<file path="config.mk">
export PLATFORM = sky130hd
export DESIGN_NAME = cdso_config
export DESIGN_NICKNAME = d
export VERILOG_FILES = /design/src/cdso_pkg.sv /design/src/cdso_delay_if.sv /design/src/cdso_delay_timer.sv /design/src/cdso_config.sv
export VERILOG_INCLUDE_DIRS = /design/src
export SDC_FILE = /design/constraint.sdc
export NUM_CORES = 1
export LEC_CHECK = 0
export CORE_MARGIN = 4
export CORE_UTILIZATION = 45
export DETAILED_ROUTE_END_ITERATION = 16
export DONT_BUFFER_PORTS = 1
export GPL_TIMING_DRIVEN = 0
export PLACE_DENSITY = 0.68
export SLEW_MARGIN = 20
export SYNTH_ARGS = -nofsm -noshare
export SYNTH_HDL_FRONTEND = slang
export SYNTH_SLANG_ARGS = --single-unit
</file>
<file path="constraint.sdc">
create_clock -name clk -period 6.1 [get_ports clk]
set_clock_uncertainty 0.15 [all_clocks]
set_input_delay 1.83 -clock clk [delete_from_list [all_inputs] [get_ports clk]]
set_output_delay 1.83 -clock clk [all_outputs]
set_load 0.005 [all_outputs]
</file>
<file path="src/cdso_defines.svh">
// Register offsets, field positions, reset values and timing counts
`ifndef CDSO_DEFINES_SVH
`define CDSO_DEFINES_SVH

// ----------------------------------------------------------------
// Register offsets
// ----------------------------------------------------------------
`define CDSO_GENERAL_SETUP_OFS 8'h11
`define CDSO_CLOCK_SYNTH_OFS 8'h12
`define CDSO_SUPPLY_OK_OFS 8'h13
`define CDSO_IRQ_STATUS_OFS 8'h20
`define CDSO_IRQ_MASK_OFS 8'h21
`define CDSO_STATUS_OFS 8'h22

// ----------------------------------------------------------------
// Field positions
// ----------------------------------------------------------------
`define CDSO_SYNTH_EN_BIT 6
`define CDSO_FRAC_DIV_BIT 5
`define CDSO_RATE_MAX 5'h17
`define CDSO_IRQ_CLK_UP 0
`define CDSO_IRQ_CLK_DOWN 1
`define CDSO_IRQ_SOK_CHANGE 2
`define CDSO_IRQ_FRAC_WRITE 3

// ----------------------------------------------------------------
// Reset values used until the programmable defaults are loaded
// ----------------------------------------------------------------
`define CDSO_GENERAL_SETUP_RST 8'h3c
`define CDSO_CLOCK_SYNTH_RST 8'h02
`define CDSO_SUPPLY_OK_RST 8'h00

// ----------------------------------------------------------------
// Timing
// ----------------------------------------------------------------
`define CDSO_CLK_PERIOD_NS 10
`define CDSO_FINE_STEP_US 500
`define CDSO_COARSE_STEP_US 1000
`define CDSO_FINE_STEP_CYC ((`CDSO_FINE_STEP_US * 1000) / `CDSO_CLK_PERIOD_NS)
`define CDSO_COARSE_STEP_CYC \
    ((`CDSO_COARSE_STEP_US * 1000) / `CDSO_CLK_PERIOD_NS)

`endif

</file>
<file path="src/cdso_pkg.sv">
// Types shared by the configuration block
package cdso_pkg;
    typedef struct packed {
        logic startupCoarse;
        logic shutdownCoarse;
        logic extClockPulldownEnable;
        logic thirdEnablePinPulldown;
        logic secondEnablePinPulldown;
        logic firstEnablePinPulldown;
        logic thermalWarningSelect;
        logic spreadModulationEnable;
    } cdso_setup_type;

    typedef struct packed {
        logic reserved;
        logic synthEnable;
        logic fractionalDividerEnable;
        logic [4:0] externalClockRateCode;
    } cdso_synth_type;

    typedef struct packed {
        logic reserved;
        logic supplyOkMethod;
        logic analogSupplyOkEnable;
        logic secondMonitorOkEnable;
        logic firstMonitorOkEnable;
        logic stepUpOkEnable;
        logic secondStepDownOkEnable;
        logic firstStepDownOkEnable;
    } cdso_supply_type;

    typedef enum logic [1:0] {
        CDSO_IDLE = 2'b00,
        CDSO_COUNT = 2'b01,
        CDSO_DONE = 2'b11
    } cdso_delay_state_type;
endpackage

</file>
<file path="src/cdso_delay_if.sv">
// Request and answer between top and one delay timer
`timescale 1ns/1ns
`default_nettype none
interface cdso_delay_if;
    logic start;
    logic coarse;
    logic [3:0] code;
    logic done;
    modport top (output start, output coarse, output code, input done);
    modport timer (input start, input coarse, input code, output done);
endinterface
`default_nettype wire

</file>
<file path="src/cdso_delay_timer.sv">
// One start-up or shutdown delay timer scaled by a step select
`timescale 1ns/1ns
`default_nettype none
`include "cdso_defines.svh"
module cdso_delay_timer (
    input wire logic clk,
    input wire logic arst_n,
    cdso_delay_if.timer req
);
    import cdso_pkg::*;

    typedef struct packed {
        cdso_delay_state_type state;
        logic [3:0] steps;
        logic [16:0] tick;
        logic stepCoarse;
    } cdso_timer_state_type;

    cdso_timer_state_type cur;
    cdso_timer_state_type nxt;
    logic [16:0] stepLast;

    always_comb begin
        nxt = cur;
        stepLast = cur.stepCoarse ? 17'(`CDSO_COARSE_STEP_CYC - 1)
                                  : 17'(`CDSO_FINE_STEP_CYC - 1);
        case (cur.state)
            CDSO_IDLE: begin
                if (req.start) begin
                    nxt.steps = req.code;
                    nxt.stepCoarse = req.coarse;
                    nxt.tick = 17'h0;
                    // Code zero means no delay
                    nxt.state = (req.code == 4'h0) ? CDSO_DONE
                                                   : CDSO_COUNT;
                end
            end
            CDSO_COUNT: begin
                if (cur.tick == stepLast) begin
                    nxt.tick = 17'h0;
                    nxt.steps = cur.steps - 4'h1;
                    if (cur.steps == 4'h1) begin
                        nxt.state = CDSO_DONE;
                    end
                end else begin
                    nxt.tick = cur.tick + 17'h1;
                end
            end
            CDSO_DONE: begin
                nxt.state = CDSO_IDLE;
            end
            default: begin
                nxt.state = CDSO_IDLE;
            end
        endcase
    end

    always_ff @(posedge clk or negedge arst_n) begin
        if (!arst_n) begin
            cur <= '0;
        end else begin
            cur <= nxt;
        end
    end

    assign req.done = (cur.state == CDSO_DONE);
endmodule
`default_nettype wire

</file>
<file path="src/cdso_config.sv">
// Clock, delay and supply-ok configuration register bank
`timescale 1ns/1ns
`default_nettype none
`include "cdso_defines.svh"
// What this block does
// - Start-up step select picks 0.5 ms or 1 ms steps for start-up codes.
// - Shutdown step select picks 0.5 ms or 1 ms steps for shutdown codes.
// - Setup bit 5 drives the external clock input pull-down.
// - Setup bits 4..2 drive the third, second, first enable pin pull-downs.
// - Thermal warning select picks 125C when clear, 140C when set.
// - Setup bit 0 turns converter spread modulation on.
// - Setup, synthesizer and supply-ok defaults are loaded from programmable memory; the interrupt mask resets to zero.
// - Synthesizer off forces internal oscillator, PLL disabled.
// - Synthesizer on runs PLL in standby/active; external clock when valid.
// - Synthesizer on: clock appearing or vanishing raises an interrupt.
// - Rate code is MHz minus one, up to 0x17; higher codes reserved.
// - Supply-ok control bit 6 selects undervoltage or window monitoring.
// - Supply-ok bits 5..0 enable diagnostics per monitored source.
// - Method or enable change during operation may raise an interrupt.
// - Delay equals code times step; zero is none, all ones maximum.
module cdso_config (
    input wire logic clk,
    input wire logic arst_n,
    input wire logic [7:0] regAddr,
    input wire logic [7:0] regWdata,
    input wire logic regWrite,
    input wire logic regRead,
    output logic [7:0] regRdata,
    output logic irq,
    input wire logic otpValid,
    input wire logic [7:0] otpGeneralSetup,
    input wire logic [7:0] otpClockSynth,
    input wire logic [7:0] otpSupplyOk,
    input wire logic deviceActive,
    input wire logic extClockValid,
    input wire logic startupRequest,
    input wire logic [3:0] startupCode,
    output logic startupDone,
    input wire logic shutdownRequest,
    input wire logic [3:0] shutdownCode,
    output logic shutdownDone,
    output logic extClockPulldownEnable,
    output logic thirdEnablePinPulldown,
    output logic secondEnablePinPulldown,
    output logic firstEnablePinPulldown,
    output logic thermalWarningSelect,
    output logic spreadModulationEnable,
    output logic pllEnable,
    output logic useExternalClock,
    output logic [4:0] externalClockRateCode,
    output logic rateCodeReserved,
    output logic supplyOkMethod,
    output logic [5:0] supplyOkEnables
);
    import cdso_pkg::*;

    // ----------------------------------------------------------------
    // State
    // ----------------------------------------------------------------
    typedef struct packed {
        cdso_setup_type setup;
        cdso_synth_type synth;
        cdso_supply_type supply;
        logic [3:0] irqStatus;
        logic [3:0] irqMask;
        logic loaded;
        logic clockSeen;
        logic [7:0] rdata;
    } cdso_cfg_state_type;

    cdso_cfg_state_type cur;
    cdso_cfg_state_type nxt;
    logic [3:0] events;
    logic [7:0] readMux;

    cdso_delay_if upIf ();
    cdso_delay_if downIf ();

    // ----------------------------------------------------------------
    // Delay timers
    // ----------------------------------------------------------------
    assign upIf.start = startupRequest;
    assign upIf.coarse = cur.setup.startupCoarse;
    assign upIf.code = startupCode;
    assign startupDone = upIf.done;
    assign downIf.start = shutdownRequest;
    assign downIf.coarse = cur.setup.shutdownCoarse;
    assign downIf.code = shutdownCode;
    assign shutdownDone = downIf.done;

    cdso_delay_timer startupTimer (
        .clk(clk),
        .arst_n(arst_n),
        .req(upIf.timer)
    );

    cdso_delay_timer shutdownTimer (
        .clk(clk),
        .arst_n(arst_n),
        .req(downIf.timer)
    );

    // ----------------------------------------------------------------
    // Register file
    // ----------------------------------------------------------------
    always_comb begin
        case (regAddr)
            `CDSO_GENERAL_SETUP_OFS: readMux = cur.setup;
            `CDSO_CLOCK_SYNTH_OFS: readMux = cur.synth;
            `CDSO_SUPPLY_OK_OFS: readMux = cur.supply;
            `CDSO_IRQ_STATUS_OFS: readMux = {4'h0, cur.irqStatus};
            `CDSO_IRQ_MASK_OFS: readMux = {4'h0, cur.irqMask};
            `CDSO_STATUS_OFS: readMux = {5'h0, rateCodeReserved,
                                          useExternalClock, cur.loaded};
            default: readMux = 8'h00;
        endcase
    end

    always_comb begin
        nxt = cur;
        events = 4'h0;
        nxt.rdata = regRead ? readMux : 8'h00;
        // Load the programmed defaults once after reset release
        if (!cur.loaded && otpValid) begin
            nxt.setup = otpGeneralSetup;
            nxt.synth = otpClockSynth;
            nxt.supply = otpSupplyOk;
            nxt.loaded = 1'b1;
        end else if (regWrite) begin
            case (regAddr)
                `CDSO_GENERAL_SETUP_OFS: nxt.setup = regWdata;
                `CDSO_CLOCK_SYNTH_OFS: begin
                    nxt.synth = regWdata;
                    // Writing one here is a software error; flag it
                    if (regWdata[`CDSO_FRAC_DIV_BIT]) begin
                        events[`CDSO_IRQ_FRAC_WRITE] = 1'b1;
                    end
                end
                `CDSO_SUPPLY_OK_OFS: begin
                    nxt.supply = regWdata;
                    if (deviceActive && (regWdata[6:0] != cur.supply[6:0]))
                    begin
                        events[`CDSO_IRQ_SOK_CHANGE] = 1'b1;
                    end
                end
                `CDSO_IRQ_MASK_OFS: nxt.irqMask = regWdata[3:0];
                default: begin
                end
            endcase
        end
        nxt.clockSeen = pllEnable && extClockValid;
        if (pllEnable && extClockValid && !cur.clockSeen) begin
            events[`CDSO_IRQ_CLK_UP] = 1'b1;
        end
        if (pllEnable && !extClockValid && cur.clockSeen) begin
            events[`CDSO_IRQ_CLK_DOWN] = 1'b1;
        end
        // Set wins over a write-one clear in the same cycle
        if (regWrite && regAddr == `CDSO_IRQ_STATUS_OFS) begin
            nxt.irqStatus = cur.irqStatus & ~regWdata[3:0];
        end
        nxt.irqStatus = nxt.irqStatus | events;
    end

    always_ff @(posedge clk or negedge arst_n) begin
        if (!arst_n) begin
            cur.setup <= `CDSO_GENERAL_SETUP_RST;
            cur.synth <= `CDSO_CLOCK_SYNTH_RST;
            cur.supply <= `CDSO_SUPPLY_OK_RST;
            cur.irqStatus <= 4'h0;
            cur.irqMask <= 4'h0;
            cur.loaded <= 1'b0;
            cur.clockSeen <= 1'b0;
            cur.rdata <= 8'h00;
        end else begin
            cur <= nxt;
        end
    end

    // ----------------------------------------------------------------
    // Outputs
    // ----------------------------------------------------------------
    assign regRdata = cur.rdata;
    assign irq = |(cur.irqStatus & cur.irqMask);
    assign extClockPulldownEnable = cur.setup.extClockPulldownEnable;
    assign thirdEnablePinPulldown = cur.setup.thirdEnablePinPulldown;
    assign secondEnablePinPulldown =
        cur.setup.secondEnablePinPulldown;
    assign firstEnablePinPulldown = cur.setup.firstEnablePinPulldown;
    assign thermalWarningSelect = cur.setup.thermalWarningSelect;
    assign spreadModulationEnable = cur.setup.spreadModulationEnable;
    // PLL runs only in standby or active while enabled
    assign pllEnable = cur.synth.synthEnable && deviceActive;
    assign useExternalClock = pllEnable && extClockValid;
    assign externalClockRateCode = cur.synth.externalClockRateCode;
    assign rateCodeReserved =
        cur.synth.externalClockRateCode > `CDSO_RATE_MAX;
    assign supplyOkMethod = cur.supply.supplyOkMethod;
    assign supplyOkEnables = cur.supply[5:0];
endmodule
`default_nettype wire

</file>
==> metrics.md <==
| Metric | Value |
|---|---|
| CTS tree | done |
| Gp weighted congestion | 0.986 |
| Most common cell after layout, fill and taps aside | dfrtp_1 |
| Kind of critical path | in2out |
| Diode count | 0 |
| Initial antenna violation count | 0 |
| Die area | 13300 um2 |
| Leading area contributor after synthesis | dfrtp_1 |
| Post-Syn Area | 5170 um2 |
| Unrepaired setup endpoints after global routing | no |
| Fin Setup TNS | 0 ns |
| Count of cell types in the netlist | 71 |
| Crit path max-delay cell type | and3_1 |
| Global route overflow | 0 |
| Top delay family on crit path | simple AND/OR/NAND/NOR gates |
| Remaining DRCs | 0 |
| Quantity of hold-fixing buffers added after cts | 0 |
| Number of I/O port buffers | 0 |
| Final hold vios | 0 |
| 1st-iter DRT viols | 324 |
| CP Data Required Time | 4.12 ns |
| Min cycle time layout | 4.06 ns |
| Outcome | finished clean |
| Buf/Inv on CP | 0 |
| Setup violators final | 0 |
| Number of max-cap violations | 0 |
| Initial core utilization | 46.9% |
| H-Tree Depth | 3 |
| Ys Warns | 0 |
| Achievable Freq | 246 MHz |
| Setup crit end kind | output pin |
| Die Width | 115 um |
| Worst slew pin tran | 0.843 ns |
| Count of mapped cells out of synthesis | 542 |
| Proportion of netlist area held by the largest area contributor | 41.1% |
| Worst min path class | reg2reg |
| Via count of the first global-routing pass | 4127 |
| DR WL/cell | 18.1 um |
| Synthesized flop and latch total | 90 |
| Top cells by area, synth | dfrtp_1 41%, mux2i_1 4.8%, nand2_1 4.5%, o21ai_0 3.6%, nor2_1 2.9% |
| Post-synth EDFFs | 0 |
| Nets | 616 |
| 1st-pass router iterations | 5 |
| Clock-pin slew on the worst setup and hold paths | approximately 0.06 ns |
| Critical path, cell by cell | and3_1 |
| Avg Cell Area, Syn | 9.54 um2 |
| Clock Tree Buf Depth | 2 |
| Core area | roughly 11000 um2 |
| Worst EP arrival | 2.08 ns |
| DPL Wire Length | 9270 um |
| Top-Level Pins | 89 |
| Worst-path fanout max | 4 |
| Antenna viol nets, final | 0 |
| Routed vias/inst | 5.97 |
| Pin count of the biggest net entering global routing | 91 |
| Final period util | 66.5% |
| Clock sink total | 90 |
| Slew Viols, Final | 0 |
| Resized Gates After CTS | 0 |
| Crit path launch type | input pin |
| Finished layout cell area | 5680 um2 |
| Leak Pwr | between 2 and 2.5 nW |
| Area after DPL | 5350 um2 |
| Clk Latency, worst-skew pair | 0.34 ns |
| Die span in y | 115 um |
| Worst R2R Setup Slack | approximately 3.8 ns |
| Cell Rows | 38 |
| Ys flop type | dfrtp_1 |
| Final WS setup | 2.04 ns |
| Worst VDD drop | approximately 0.17 mV |
| Via count | 4164 |
| Layout cells sized above 1 | between 10% and 20% |
| Total Wirelength | roughly 13000 um |
| P&R area growth vs syn | 9.87% |
| Ys async rst share | 100% |
| Global Route Usage Sum | between 10% and 20% |
| Post-synth net total | 605 |
| Post-synthesis sequential area ratio | 43.7% |
| DP Worst Slack | 2.04 ns |
| Pwr/cell area | 318 nW/um2 |
| Root buf cell | clkbuf_16 |
| Post-CTS Setup Bufs | 0 |
| Most frequent cells in the layout | 85 x dfrtp_1, 62 x nand2_1, 40 x nor2_1, 37 x o21ai_0, 25 x mux2i_1 |
| Final Power | between 0.0015 and 0.002 W |
| TritonCTS Buffers | 9 |
| First-pass GRT wire length | 21100 um |
| Slew Limit Headroom | between 40% and 50% |
| Delay of the slowest critical-path stage | about 0.25 ns |
[where the power goes]
group / total (W) / switching, W / leakage (nW) / internal, W
sequential: 0.000833 / 0.000130 / 1.15 / 0.000703
combinational: 0.000356 / 0.000179 / 0.995 / 0.000177
clock: 0.000619 / 0.000219 / 0.160 / 0.000400
[through the flow]
stage / util [%] / hold slack, ns / instances
2_1_floorplan: - / 0.312 / 542
3_3_place_gp: 48.5 / 0.327 / 682
3_5_place_dp: 48.5 / 0.327 / 682
4_1_cts: 51.5 / 0.346 / 698
5_1_grt: 51.5 / 0.395 / 698
6_report: 51.5 / 0.350 / 698
[sequential cells by signal, indices dropped and copies added, names as in the netlist]
name                     flops
cur                         14
downIf.coarse                1
extClockPulldownEnable       1
externalClockRateCode        5
firstEnablePinPulldown       1
regRdata                     8
secondEnablePinPulldown      1
shutdownTimer.cur           24
spreadModulationEnable       1
startupTimer.cur            24
supplyOkEnables              6
supplyOkMethod               1
thermalWarningSelect         1
thirdEnablePinPulldown       1
upIf.coarse                  1
[area by class of cell]
cell class	instances	area (um2)
fillers	1017	5350
multi-input cells	396	2620
flip-flops and latches	90	2260
clock buffers	11	233
plain buffers	39	228
well taps	140	175
clock inverters	5	103
inverters	17	63.8
[layer usage]
layer	GRT usage, %	up-vias	share of wire (%)
li1	-	1972	-
met3	3.74	14	6.4
met5	0	-	0
met2	30.7	158	47
met1	28.0	2020	45
met4	6.57	0	1.4
[kinds of logic after synthesis]
kind of cell / Yosys count / share of synthesized area (%)
xor+xnor: 26 / 4.40
compound gates: 119 / 15.9
flops: 90 / 43.7
simple gates: 210 / 21.9
fa+ha+maj: 6 / 1.45
buf+inv: 56 / 5.64
mux: 35 / 7.02
[cells in the mapped netlist, drive strengths merged (12+ instances only)]
library cell and count:
dfrtp 85, nand2 62, nor2 42, o21ai 41, mux2i 25, buf 23, nand3 19, inv 17
clkbuf 16, a21oi 15, xor2 14, nor3 12, xnor2 12
[final timing paths]
| check | to | depth (start not counted) | start |
|---|---|---|---|
| worst max register to register | startupTimer.cur[19] | 6 | startupTimer.cur[14] |
| worst max-delay path | useExternalClock | 1 | extClockValid |
| worst min-delay path | cur[9] | 1 | cur[9] |
| max in group asynchronous | extClockPulldownEnable | 0 | arst_n |
| min in group asynchronous | startupTimer.cur[14] | 0 | arst_n |
| worst min register to register | cur[9] | 1 | cur[9] |
Note: power is estimated with default switching activity, not from simulation.
